--- src/include/bsu_pkg.sv ---
// Constants and types for the barrel shifter unit.
// Assumes a single core clock and a decoder that supplies one op per cycle.
package bsu_pkg;
    localparam int BSU_WORD_W = 16;
    localparam int BSU_RES_W = 40;
    localparam int BSU_CODE_W = 8;
    localparam int BSU_BEXP_W = 5;
    localparam int BSU_OVF_BIT = 7;
    localparam int BSU_SIGN_BIT = 8;
    localparam int BSU_STAT_W = 16;
    localparam int BSU_HI_BASE = 16;
    localparam int BSU_LO_BASE = 0;
    localparam int BSU_TOP_CHK = 8;
    localparam logic [7:0] BSU_LO_OFFSET = 8'h10;
    localparam logic [15:0] BSU_SE_LO_TRIG = 16'hfff1;
    localparam logic [7:0] BSU_EXP_OVF = 8'h01;
    localparam logic [15:0] BSU_RST_WORD = 16'h0000;

    typedef enum logic [2:0] {
        BSU_OP_NONE,
        BSU_OP_ARITH_SHIFT_OP,
        BSU_OP_LOGIC_SHIFT_OP,
        BSU_OP_NORM,
        BSU_OP_EXP,
        BSU_OP_BLOCK_SCALE_DETECT_OP
    } bsu_op_e;

    typedef enum logic [1:0] {
        BSU_MODE_HI,
        BSU_MODE_HIX,
        BSU_MODE_LO
    } bsu_mode_e;

    // Source selector for the shifter operand
    typedef enum logic [3:0] {
        BSU_SRC_SI,
        BSU_SRC_AR,
        BSU_SRC_MR2,
        BSU_SRC_MR1,
        BSU_SRC_MR0,
        BSU_SRC_SR2,
        BSU_SRC_SR1,
        BSU_SRC_SR0,
        BSU_SRC_OTHER
    } bsu_src_e;
endpackage

--- src/hw/bsu_top.sv ---
// Barrel shifter unit datapath with result, exponent and status state.
// Assumes the decoder presents one operation per mclk with its options.
//
// Operation
// RULE1 - Overflow flag set when top mid bit differs from low eight top bits.
// RULE2 - Sign flag updated only by upper and upper-extended sign counts.
// RULE3 - Sign flag takes operand top bit, inverted under upper-extended overflow.
// RULE4 - Status flags written at cycle end, visible next cycle.
// RULE5 - Shifts touch only overflow; sign counts only sign; block detect neither.
// RULE6 - Forty-bit result in three words, fed back for merging.
// RULE7 - Array places operand at any of 57 positions in one cycle.
// RULE8 - Exponent register 16 bits; shifts use low 8; counts sign-extend.
// RULE9 - Block exponent low five bits signed, sign-extended to 16.
// RULE10 - Registers read at cycle start, written at cycle end.
// RULE11 - Control code is 8-bit signed; positive shifts left.
// RULE12 - Code from exponent, its negation for align, or immediate.
// RULE13 - Placement referenced to middle word upper, low word lower.
// RULE14 - Zeros fill right; extension bit fills left, chosen per op.
// RULE15 - Merge option ORs array output with current result.
// RULE16 - Parallel-transfer forms accept only a restricted operand set.
// RULE17 - Exponent registers writable and readable over memory buses.
// RULE18 - Lower align extends with zero; upper align extends with carry.
// RULE19 - Lower count uses stored sign, offset -16, writes only at -15.
// RULE20 - Upper-extended with overflow yields +1, else as upper mode.
// RULE21 - Block detect updates block exponent only when larger.
// RULE22 - Without merge, array output replaces all 40 result bits.
`timescale 1ns/1ps
`default_nettype none
module bsu_top import bsu_pkg::*; #(
    parameter int WW = BSU_WORD_W,
    parameter int RW = BSU_RES_W
) (
    input wire logic mclk,
    input wire logic rst_n,
    input wire logic op_valid,
    input wire bsu_op_e op,
    input wire bsu_mode_e mode,
    input wire logic merge_option,
    input wire logic use_imm,
    input wire logic [BSU_CODE_W-1:0] imm_code,
    input wire logic arith_ext,
    input wire logic par_xfer,
    input wire bsu_src_e src_sel,
    input wire logic [WW-1:0] operand,
    input wire logic alu_carry,
    input wire logic alu_overflow,
    input wire logic res_wr_low,
    input wire logic res_wr_mid,
    input wire logic res_wr_top,
    input wire logic [WW-1:0] res_wr_data,
    input wire logic se_wr,
    input wire logic sb_wr,
    input wire logic [WW-1:0] bus_wr_data,
    output logic [WW-1:0] result_low_word,
    output logic [WW-1:0] result_mid_word,
    output logic [WW-1:0] result_top_word,
    output logic [WW-1:0] shift_exponent,
    output logic [WW-1:0] block_exponent_reg,
    output logic [BSU_STAT_W-1:0] arith_status,
    output logic shift_overflow_flag,
    output logic src_reject
);
    logic [RW-1:0] res_r, res_nxt;
    logic [WW-1:0] se_r, se_nxt, sb_r, sb_nxt;
    logic sv_r, sv_nxt, ss_r, ss_nxt;
    logic signed [BSU_CODE_W-1:0] code, det_exp;
    logic hi_ref, ext_bit, det_sign, is_shift, do_op;
    logic [RW-1:0] placed, shaped;
    logic signed [BSU_BEXP_W-1:0] new_bexp, cur_bexp;

    // Restricted operand set in parallel-transfer forms [RULE16]
    always_comb begin
        src_reject = par_xfer && (src_sel == BSU_SRC_OTHER);
    end

    bsu_array #(.WW(WW), .RW(RW)) u_array (
        .operand(operand),
        .code(code),
        .hi_ref(hi_ref),
        .ext_bit(ext_bit),
        .placed(placed)
    );

    bsu_expdet #(.WW(WW)) u_expdet (
        .operand(operand),
        .mode(mode),
        .alu_overflow(alu_overflow),
        .sign_in(ss_r),
        .exp_out(det_exp),
        .sign_out(det_sign)
    );

    always_comb begin
        do_op = op_valid && !src_reject;
        is_shift = (op == BSU_OP_ARITH_SHIFT_OP) || (op == BSU_OP_LOGIC_SHIFT_OP) ||
            (op == BSU_OP_NORM);
        hi_ref = (mode != BSU_MODE_LO); // [RULE13]
        // Signed 8-bit code source [RULE11] [RULE12] [RULE8]
        if (use_imm) begin
            code = $signed(imm_code);
        end else if (op == BSU_OP_NORM) begin
            code = -$signed(se_r[BSU_CODE_W-1:0]);
        end else begin
            code = $signed(se_r[BSU_CODE_W-1:0]);
        end
        // Extension bit selection [RULE14] [RULE18]
        case (op)
            BSU_OP_ARITH_SHIFT_OP: ext_bit = arith_ext ? operand[WW-1] : 1'b0;
            BSU_OP_NORM: ext_bit = hi_ref ? alu_carry : 1'b0;
            default: ext_bit = 1'b0;
        endcase
        // Merge or replace [RULE15] [RULE22] [RULE6]
        shaped = merge_option ? (placed | res_r) : placed;
        // Block exponent compare on low five bits [RULE9] [RULE21]
        new_bexp = det_exp[BSU_BEXP_W-1:0];
        cur_bexp = sb_r[BSU_BEXP_W-1:0];
    end

    always_comb begin
        res_nxt = res_r;
        se_nxt = se_r;
        sb_nxt = sb_r;
        sv_nxt = sv_r;
        ss_nxt = ss_r;
        if (do_op) begin
            case (op)
                BSU_OP_ARITH_SHIFT_OP, BSU_OP_LOGIC_SHIFT_OP, BSU_OP_NORM: begin
                    res_nxt = shaped;
                    // Overflow only [RULE5] [RULE1]
                    sv_nxt = |({BSU_TOP_CHK{shaped[2*WW-1]}} ^
                        shaped[2*WW+BSU_TOP_CHK-1:2*WW]);
                end
                BSU_OP_EXP: begin
                    if (mode == BSU_MODE_LO) begin
                        if (se_r == BSU_SE_LO_TRIG) begin
                            se_nxt = WW'(det_exp); // [RULE19] [RULE8]
                        end
                    end else begin
                        se_nxt = WW'(det_exp); // [RULE8]
                        ss_nxt = det_sign; // [RULE2] [RULE3] [RULE5]
                    end
                end
                BSU_OP_BLOCK_SCALE_DETECT_OP: begin
                    if (new_bexp > cur_bexp) begin
                        sb_nxt = WW'(new_bexp); // [RULE21] [RULE9]
                    end
                end
                default: begin
                end
            endcase
        end
        // Memory-bus and register-file writes of the words [RULE17] [RULE6]
        if (res_wr_low) begin
            res_nxt[WW-1:0] = res_wr_data;
        end
        if (res_wr_mid) begin
            res_nxt[2*WW-1:WW] = res_wr_data;
        end
        if (res_wr_top) begin
            res_nxt[RW-1:2*WW] = res_wr_data[RW-2*WW-1:0];
        end
        if (se_wr) begin
            se_nxt = bus_wr_data;
        end
        if (sb_wr) begin
            sb_nxt = bus_wr_data;
        end
    end

    // State written at cycle end, read next cycle [RULE10] [RULE4]
    always_ff @(posedge mclk or negedge rst_n) begin
        if (!rst_n) begin
            res_r <= '0;
            se_r <= BSU_RST_WORD;
            sb_r <= BSU_RST_WORD;
            sv_r <= 1'b0;
            ss_r <= 1'b0;
        end else begin
            res_r <= res_nxt;
            se_r <= se_nxt;
            sb_r <= sb_nxt;
            sv_r <= sv_nxt;
            ss_r <= ss_nxt;
        end
    end

    always_comb begin
        result_low_word = res_r[WW-1:0];
        result_mid_word = res_r[2*WW-1:WW];
        result_top_word = {{(3*WW-RW){res_r[RW-1]}}, res_r[RW-1:2*WW]};
        shift_exponent = se_r;
        block_exponent_reg = sb_r;
        shift_overflow_flag = sv_r;
        arith_status = '0;
        arith_status[BSU_OVF_BIT] = sv_r; // [RULE1]
        arith_status[BSU_SIGN_BIT] = ss_r; // [RULE2]
    end
endmodule
`default_nettype wire

--- src/hw/bsu_array.sv ---
// Shifter array: places a 16-bit operand anywhere in a 40-bit field.
// Assumes the caller supplies code, reference half and extension bit.
`timescale 1ns/1ps
`default_nettype none
module bsu_array import bsu_pkg::*; #(
    parameter int WW = BSU_WORD_W,
    parameter int RW = BSU_RES_W
) (
    input wire logic [WW-1:0] operand,
    input wire logic signed [BSU_CODE_W-1:0] code,
    input wire logic hi_ref,
    input wire logic ext_bit,
    output logic [RW-1:0] placed
);
    logic signed [9:0] lsb_pos;
    always_comb begin
        // Position of operand bit 0 inside the field [RULE7] [RULE13]
        lsb_pos = 10'(code) + (hi_ref ? 10'(BSU_HI_BASE) : 10'(BSU_LO_BASE));
    end
    genvar gi;
    generate
        for (gi = 0; gi < RW; gi++) begin : g_bit
            logic signed [9:0] idx;
            always_comb begin
                idx = 10'(gi) - lsb_pos;
            end
            // Zeros right, extension bit left [RULE14]
            assign placed[gi] = (idx < 0) ? 1'b0 :
                (idx >= 10'(WW)) ? ext_bit : operand[idx[3:0]];
        end
    endgenerate
endmodule
`default_nettype wire

--- src/hw/bsu_expdet.sv ---
// Exponent detector: redundant sign-bit count of a 16-bit operand.
// Assumes stored sign flag supplied for lower-half detection.
`timescale 1ns/1ps
`default_nettype none
module bsu_expdet import bsu_pkg::*; #(
    parameter int WW = BSU_WORD_W
) (
    input wire logic [WW-1:0] operand,
    input wire bsu_mode_e mode,
    input wire logic alu_overflow,
    input wire logic sign_in,
    output logic signed [BSU_CODE_W-1:0] exp_out,
    output logic sign_out
);
    logic sgn;
    logic [BSU_CODE_W-1:0] cnt;
    logic run;
    always_comb begin
        sign_out = operand[WW-1] ^ (mode == BSU_MODE_HIX && alu_overflow); // [RULE3]
        sgn = (mode == BSU_MODE_LO) ? sign_in : operand[WW-1]; // [RULE19]
        cnt = '0;
        run = 1'b1;
        for (int i = WW - 1; i >= 0; i--) begin
            if (run && operand[i] == sgn) begin
                cnt = cnt + 8'h01;
            end else begin
                run = 1'b0;
            end
        end
        if (mode == BSU_MODE_LO) begin
            exp_out = BSU_CODE_W'(8'h01 - cnt - BSU_LO_OFFSET); // [RULE19]
        end else if (mode == BSU_MODE_HIX && alu_overflow) begin
            exp_out = $signed(BSU_EXP_OVF); // [RULE20]
        end else begin
            exp_out = BSU_CODE_W'(8'h01 - cnt); // [RULE20]
        end
    end
endmodule
`default_nettype wire

--- config.mk ---
export PLATFORM = sky130hd
export DESIGN_NAME = bsu_top
export DESIGN_NICKNAME = d
export VERILOG_FILES = /design/src/include/bsu_pkg.sv /design/src/hw/bsu_top.sv /design/src/hw/bsu_array.sv /design/src/hw/bsu_expdet.sv
export SDC_FILE = /design/constraint.sdc
export NUM_CORES = 1
export LEC_CHECK = 0
export ABC_AREA = 1
export BUFFER_PORTS_ARGS = -buffer_cell sky130_fd_sc_hd__buf_4
export CAP_MARGIN = 20
export CELL_PAD_IN_SITES_DETAIL_PLACEMENT = 1
export CELL_PAD_IN_SITES_GLOBAL_PLACEMENT = 1
export CORE_MARGIN = 2
export CORE_UTILIZATION = 37
export CTS_CLUSTER_DIAMETER = 80
export CTS_CLUSTER_SIZE = 40
export DETAILED_ROUTE_END_ITERATION = 10
export PLACE_DENSITY = 0.78
export REMOVE_ABC_BUFFERS = 1
export SETUP_SLACK_MARGIN = 0.4
export SYNTH_ARGS = -nofsm -noshare
export SYNTH_HDL_FRONTEND = slang
export SYNTH_SLANG_ARGS = --single-unit
--- constraint.sdc ---
create_clock -name mclk -period 9.66 [get_ports mclk]
set_clock_uncertainty 0.05 [all_clocks]
set_input_delay 0.483 -clock mclk [delete_from_list [all_inputs] [get_ports mclk]]
set_output_delay 0.483 -clock mclk [all_outputs]
set_load 0.05 [all_outputs]
# Word-level counts from Yosys, hierarchy flattened
# Index checks and enable logic that the tools add are counted.
[word_totals] ramBits=0 ff_bits=74 latchBits=0 mem_bits_ro=0 inputBits=79 wordCells=472 out_inout_bits=98 memories=0
[classes] n_reduce_logical=39 n_mul=0 n_eq_ne=27 div=0 n_mux=215 bitwise_logic=4 add_sub_neg=59 n_lt_le_gt_ge=121 n_shift=0
[ops] op="greater-or-equal comparator 10 x 6 -> 1 bit (second input constant)" n=40
[ops] op="< comparator 10 x 1 -> 1 bit (second input constant)" n=40
[ops] op="< comparator 4 x 5 -> 1 bit (second input constant)" n=40
[ops] op="2-to-1 mux 16 bit" n=11
[ops] op="binary-select mux 1 bit (select 4 bit)" n=40
[ops] op="2-to-1 mux 8 bit" n=20
[ops] op="subtractor 6 x 10 -> 10 bit (first input constant)" n=16
[ops] op="2-to-1 mux 1 bit" n=139
[ops] op="adder 8 x 1 -> 8 bit (second input constant)" n=15
[ops] op="2-to-1 mux 40 bit" n=3
[ops] op="subtractor 5 x 10 -> 10 bit (first input constant)" n=8
[ops] op="subtractor 7 x 10 -> 10 bit (first input constant)" n=8
[ops] op="bitwise OR 40 bit" n=1
[ops] op="subtractor 4 x 10 -> 10 bit (first input constant)" n=4
[ops] op="nonzero test 2 bit" n=11
[ops] op="subtractor 3 x 10 -> 10 bit (first input constant)" n=2
[ops] op="logical AND 1 bit" n=18
[ops] op="equality test 1 bit" n=16
[ops] op="equality test 16 bit (second input constant)" n=1
[ops] op="subtractor 1 x 10 -> 10 bit (first input constant)" n=1
[ops] op="subtractor 2 x 10 -> 10 bit (first input constant)" n=1
[ops] op="adder 8 x 6 -> 9 bit" n=1
[ops] op="AND reduction 3 bit" n=3
[ops] op="negation 8 bit" n=1
[ops] op="other kinds (20)" n=25

# Longest topological paths before layout
[logic_depth] depth_word=42 depth_mapped=72 ltp_nobuf=71

# Cells and area by module
# Synthesis repeated with hierarchy kept, for this count alone.
[unflattened] cells_unflattened=2150 hier_area_um2=12261.8
[by_module_without_submodules] mod="bsu_array" cells_each=1114 area_each_um2=5341.4 seq_area_each_um2=0.0 instances=1
[by_module_without_submodules] mod="bsu_top" cells_each=656 area_each_um2=4778.3 seq_area_each_um2=1851.8 instances=1
[by_module_without_submodules] mod="bsu_expdet" cells_each=380 area_each_um2=2142.1 seq_area_each_um2=0.0 instances=1

# Worst setup path before layout
# Ideal clock, no wire load.
[synth_timing] kind="input to register" startpoint="in mode[0]" endpoint="reg sb_r[2], in the netlist block_exponent_reg[2]" t_required_ns=9.477 cell_stages=66 setup_time_ns=0.133 arrival_time_ns=10.006 setup_slack_ns=-0.528 path_buffers=2 cell_sequence="inv_2 nand2_4 nand2_4 nand2_4 buf_12 xor2_1 a21oi_1 ha_1 inv_1 nand2_1 nand2_1 inv_1 ha_1 inv_1 nand4_1 nand2_1 inv_1 ha_1 [... 30 more ...] ha_1 nand2_1 nand2_1 ha_1 o21ai_0 ha_1 nor2_1 nor3_1 ha_1 nand2_1 nor2_1 a2111oi_0 o21ai_0 o2111ai_1 nand2_1 inv_1 clkbuf_1 a21oi_1"
[synth_via] elab_chain_cells=41 elab_cells_between_ends=92 classes_between="add/sub: 17; order compare: 1; eq/ne: 18; mux: 38; reduce/logical: 18"
[synth_lines] item="start, declared" line="bsu_top.sv:37" text="input wire bsu_mode_e mode,"
[synth_lines] item="equality test 2 bit" line="bsu_expdet.sv:20, bsu_expdet.sv:30"
[synth_lines] item="2-to-1 mux 1 bit" line="bsu_expdet.sv:20" text="sgn = (mode == BSU_MODE_LO) ? sign_in : operand[WW-1];"
[synth_lines] item="equality test 1 bit" line="bsu_expdet.sv:24" text="if (run && operand[i] == sgn) begin"
[synth_lines] item="2-to-1 mux 1 bit" line="bsu_expdet.sv:24"
[synth_lines] item="adder 8 x 1 -> 8 bit / logical AND 1 bit (equally long branches)" line="bsu_expdet.sv:25, bsu_expdet.sv:24"
[synth_lines] item="2-to-1 mux 8 bit / 2-to-1 mux 1 bit (equally long branches)" line="bsu_expdet.sv:24"
[synth_lines] item="adder 8 x 1 -> 8 bit / logical AND 1 bit (equally long branches)" line="bsu_expdet.sv:25, bsu_expdet.sv:24"
[synth_lines] item="2-to-1 mux 8 bit / 2-to-1 mux 1 bit (equally long branches)" line="bsu_expdet.sv:24"
[synth_lines] item="[... 22 more ...]"
[synth_lines] item="adder 8 x 1 -> 8 bit / logical AND 1 bit (equally long branches)" line="bsu_expdet.sv:25, bsu_expdet.sv:24"
[synth_lines] item="2-to-1 mux 8 bit / 2-to-1 mux 1 bit (equally long branches)" line="bsu_expdet.sv:24"
[synth_lines] item="adder 8 x 1 -> 8 bit / logical AND 1 bit (equally long branches)" line="bsu_expdet.sv:25, bsu_expdet.sv:24"
[synth_lines] item="2-to-1 mux 8 bit" line="bsu_expdet.sv:24"
[synth_lines] item="subtractor 1 x 8 -> 8 bit" line="bsu_expdet.sv:31, bsu_expdet.sv:35"
[synth_lines] item="subtractor 8 x 5 -> 8 bit / 2-to-1 mux 8 bit (equally long branches)" line="bsu_expdet.sv:31, bsu_expdet.sv:32"
[synth_lines] item="2-to-1 mux 8 bit (*)" line="bsu_expdet.sv:30" text="if (mode == BSU_MODE_LO) begin"
[synth_lines] item="parallel branches: the longest is 4 deep, another holds > comparator 5 bit"
[synth_lines] item="end signal, assigned" line="bsu_top.sv:181" text="sb_r <= sb_nxt;"
[synth_lines] item="end, declared" line="bsu_top.sv:64" text="logic [WW-1:0] se_r, se_nxt, sb_r, sb_nxt;"
# Mark *: on every way between the ends. The select of a mux whose other input is x is not followed.
# A chain may end at the register's enable or synchronous reset.

# Final worst setup path
[layout_timing] startpoint="reg ss_r" endpoint="reg sb_r[3], in the netlist block_exponent_reg[3]"
[layout_via] elab_chain_cells=40 elab_cells_between_ends=89 classes_between="add/sub: 17; order compare: 1; eq/ne: 16; mux: 38; reduce/logical: 17"
[layout_lines] item="start, declared" line="bsu_top.sv:65" text="logic sv_r, sv_nxt, ss_r, ss_nxt;"
[layout_lines] item="start signal, assigned" line="bsu_top.sv:183" text="ss_r <= ss_nxt;"
[layout_lines] item="2-to-1 mux 1 bit (*)" line="bsu_expdet.sv:20"
[layout_lines] item="equality test 1 bit" line="bsu_expdet.sv:24"
[layout_lines] item="2-to-1 mux 1 bit" line="bsu_expdet.sv:24"
[layout_lines] item="adder 8 x 1 -> 8 bit / logical AND 1 bit (equally long branches)" line="bsu_expdet.sv:25, bsu_expdet.sv:24"
[layout_lines] item="2-to-1 mux 8 bit / 2-to-1 mux 1 bit (equally long branches)" line="bsu_expdet.sv:24"
[layout_lines] item="adder 8 x 1 -> 8 bit / logical AND 1 bit (equally long branches)" line="bsu_expdet.sv:25, bsu_expdet.sv:24"
[layout_lines] item="2-to-1 mux 8 bit / 2-to-1 mux 1 bit (equally long branches)" line="bsu_expdet.sv:24"
[layout_lines] item="adder 8 x 1 -> 8 bit / logical AND 1 bit (equally long branches)" line="bsu_expdet.sv:25, bsu_expdet.sv:24"
[layout_lines] item="[... 21 more ...]"
[layout_lines] item="adder 8 x 1 -> 8 bit / logical AND 1 bit (equally long branches)" line="bsu_expdet.sv:25, bsu_expdet.sv:24"
[layout_lines] item="2-to-1 mux 8 bit / 2-to-1 mux 1 bit (equally long branches)" line="bsu_expdet.sv:24"
[layout_lines] item="adder 8 x 1 -> 8 bit / logical AND 1 bit (equally long branches)" line="bsu_expdet.sv:25, bsu_expdet.sv:24"
[layout_lines] item="2-to-1 mux 8 bit (*)" line="bsu_expdet.sv:24"
[layout_lines] item="subtractor 1 x 8 -> 8 bit (*)" line="bsu_expdet.sv:31, bsu_expdet.sv:35"
[layout_lines] item="subtractor 8 x 5 -> 8 bit / 2-to-1 mux 8 bit (equally long branches)" line="bsu_expdet.sv:31, bsu_expdet.sv:32"
[layout_lines] item="2-to-1 mux 8 bit (*)" line="bsu_expdet.sv:30"
[layout_lines] item="parallel branches: the longest is 4 deep, another holds > comparator 5 bit"
# Marked as above.

==> flow_summary_export.csv <==
group,metric,value,unit
global_routing,grt_max_degree,70,
pwr,powerDensity,154,nW/um2
logic_synthesis,yosys_warnings,0,
logic_synthesis,synth_area_leaders,"dfrtp_1 18%, nand2_1 13%, o21ai_0 11%, inv_1 9.5%, ha_1 5.0%",
global_routing,grt_pass1_vias,13423,
die,io_pins,177,
setup_path,cp.required,9900,ps
clock_tree,clkSlewWorstSetupHoldPaths,80,ps
logic_synthesis,synthArstFlopShare,100,%
placement,io_buffer_count,162,
logic_synthesis,yosysTopAreaCellShare,17.6,%
drt,postRouteAntennaNets,0,
global_routing,grt_overflow_total,0,
global_routing,antenna_found_initial,0,
final_layout,area_delta_synth_final,29.9,%
final_layout,antenna_cells,0,
placement,place_inst,2259,
drt,num_vias,13543,
final_layout,drive_above_1_share,24.8,%
placement,gp_congestion,0.985,
clock_tree,cts_buffer_depth,2,
drt,detail_route.wl_per_cell,21.6,um
logic_synthesis,synth_edf_count,0,
placement,dp_hpwl,34.1,mm
logic_synthesis,synth.most_common_cell,"nand2_1",
logic_synthesis,synth_ff_type,"dfrtp_1",
global_routing,grt_usage,30.0,%
sta,post-route-min-period,9470,ps
die,die-area,29800,um2
sta,finalHoldViolations,0,
sta,setup_ws,192,ps
drt,via_per_inst,5.81,
drt,dr.pass1.iters,7,
clock_tree,cts_tree,"done",
logic_synthesis,ys_ff_latch,74,
final_layout,finalInstanceArea,13700,um2
die,placementRows,61,
sta,rsz0062_at_grt,"true",
clock_tree,worst_skew_pair.late_latency,350,ps
setup_path,crit_type,"flop to flop",
die,die_x,173,um
logic_synthesis,synth_seq_area_share,17.6,%
placement,placed_area,12300,um2
job,cap_viol_max_count,0,
setup_path,crit_arrival,9710,ps
logic_synthesis,synth_common_cells,"362 x nand2_1, 265 x inv_1, 229 x o21ai_0",
die,core,27900,um2
setup_path,critPathMaxFanout,6,
logic_synthesis,syn_area_per_cell,6.07,um2
logic_synthesis,syn_inst,1734,
pwr,p_leak,6.70,nW
sta,timing.final.crit_share,98.0,%
setup_path,endpoint_kind,"flop",
placement,dp_slack,-1250,ps
setup_path,path_common_cell,"ha_4",
drt,drt-initial-drc-count,1164,
logic_synthesis,netlist_area,10500,um2
setup_path,r2r_setup_slack,190,ps
final_layout,layout.nets,2067,
clock_tree,cts-htree-levels,3,
sta,slew_violations,0,
clock_tree,cts_root_buf,"clkbuf_16",
clock_tree,cts-buffers-inserted,9,
status,status,"finished, final reports clean",
die,initial_core_util,37.7,%
final_layout,fin_cells,2329,
logic_synthesis,synth.distinct_cells,61,
clock_tree,cts.sink_count,74,
final_layout,largest_reg_flops,40,
pwr,p_total,2.11,mW
logic_synthesis,netlist.top_cell.by_area,"dfrtp_1",
setup_path,crit_path_top_delay_cell,"dfrtp_1",
hold_path,worstHoldPathType,"primary input to flop",
die,dieHeight,173,um
sta,timing.slew.headroom,30.4,%
setup_path,slowest_delay,410,ps
pwr,ir_drop,0.103,mV
sta,fmax,0.106,GHz
drt,totalWireLength,50.2,mm
sta,setup_viol,0,
drt,drc,0,
global_routing,grt_pass1_wl,73.2,mm
setup_path,startpoint_type,"flop",
sta,worst_pin_slew,1040,ps
## worst max-delay path: cells and delay by family (launching register included)
kind | cells | cell delay [ps]
xor+xnor | 1 | 200
flops | 1 | 410
fa+ha+maj | 13 | 3120
buf+inv | 19 | 1560
compound gates | 6 | 820
simple gates | 30 | 3180
## final cells by class
type,instances,area (um2)
clock buffers,9,225
clock inverters,7,70.1
fillers,3770,14300
inverters,279,1050
multi-input cells,1300,7790
flip-flops and latches,74,1850
well taps,378,473
repair buffers,282,2210
## cells by family after synthesis
kind of cell	synth area share (%)
simple gates	32.2
xor+xnor	4.24
buf+inv	14.3
compound gates	25.8
other cells	0.0356
flops	17.6
mux	0.773
fa+ha+maj	4.99
## routing by layer
layer	wire length [um]	global-route usage, %
met1	20400	38.3
met2	23600	50.6
met3	3550	4.82
met4	2630	12.0
met5	0	0
## placed cells by master (no fill, tap or decap), types with 11 or more instances in the layout
| cell | count |
|---|---|
| inv_1 | 255 |
| nand2_4 | 22 |
| nand3_1 | 84 |
| nor2_1 | 125 |
| xor2_1 | 39 |
| dfrtp_1 | 74 |
| nand4_1 | 30 |
| nor3_1 | 14 |
| xnor2_1 | 11 |
| o211ai_1 | 50 |
| inv_2 | 18 |
| ha_4 | 16 |
| buf_6 | 12 |
| ha_1 | 26 |
| o21ai_0 | 223 |
| conb_1 | 14 |
| nand2_1 | 331 |
| o221ai_1 | 23 |
| a21oi_1 | 77 |
| nand3_2 | 23 |
| nand2_2 | 52 |
| buf_4 | 266 |
## stage by stage
step | hold WS [ps] | utilization (%) | TNS [ps]
6_report | 313 | 49.0 | 0
5_1_grt | 302 | 49.0 | -1090
4_1_cts | 298 | 47.0 | 0
3_5_place_dp | 251 | 44.2 | -24130
3_3_place_gp | 249 | 44.2 | -10550
2_1_floorplan | 137 | - | -7920
## path summary, 6_finish.rpt
kind / endpoint / start / cells after the start
worst min-delay path: block_exponent_reg[13] / bus_wr_data[13] / 3
max in group asynchronous: shift_exponent[5] / rst_n / 3
worst max register to register: block_exponent_reg[3] / ss_r / 69
worst min register to register: block_exponent_reg[9] / block_exponent_reg[9] / 2
min in group asynchronous: res_r[29] / rst_n / 2
worst max-delay path: block_exponent_reg[3] / ss_r / 69
## power by group
part           switching [mW]  internal [mW]  total (mW)  leakage [nW]
clock                   0.160          0.182       0.342         0.142
sequential             0.0401          0.352       0.392         0.894
combinational           0.930          0.448        1.38          5.67
## timing repair
item / 4_1_cts / 5_1_grt
gates cloned: 1 / 0
resized for setup: 55 / 87
endpoints found under the setup margin: 29 / 27
hold endpoints to repair: 5 / 0
pin swaps: 51 / 51
buffers inserted: 32 / 20
hold buffers: 1 / 0
Note: power is estimated with default switching activity, not from simulation.
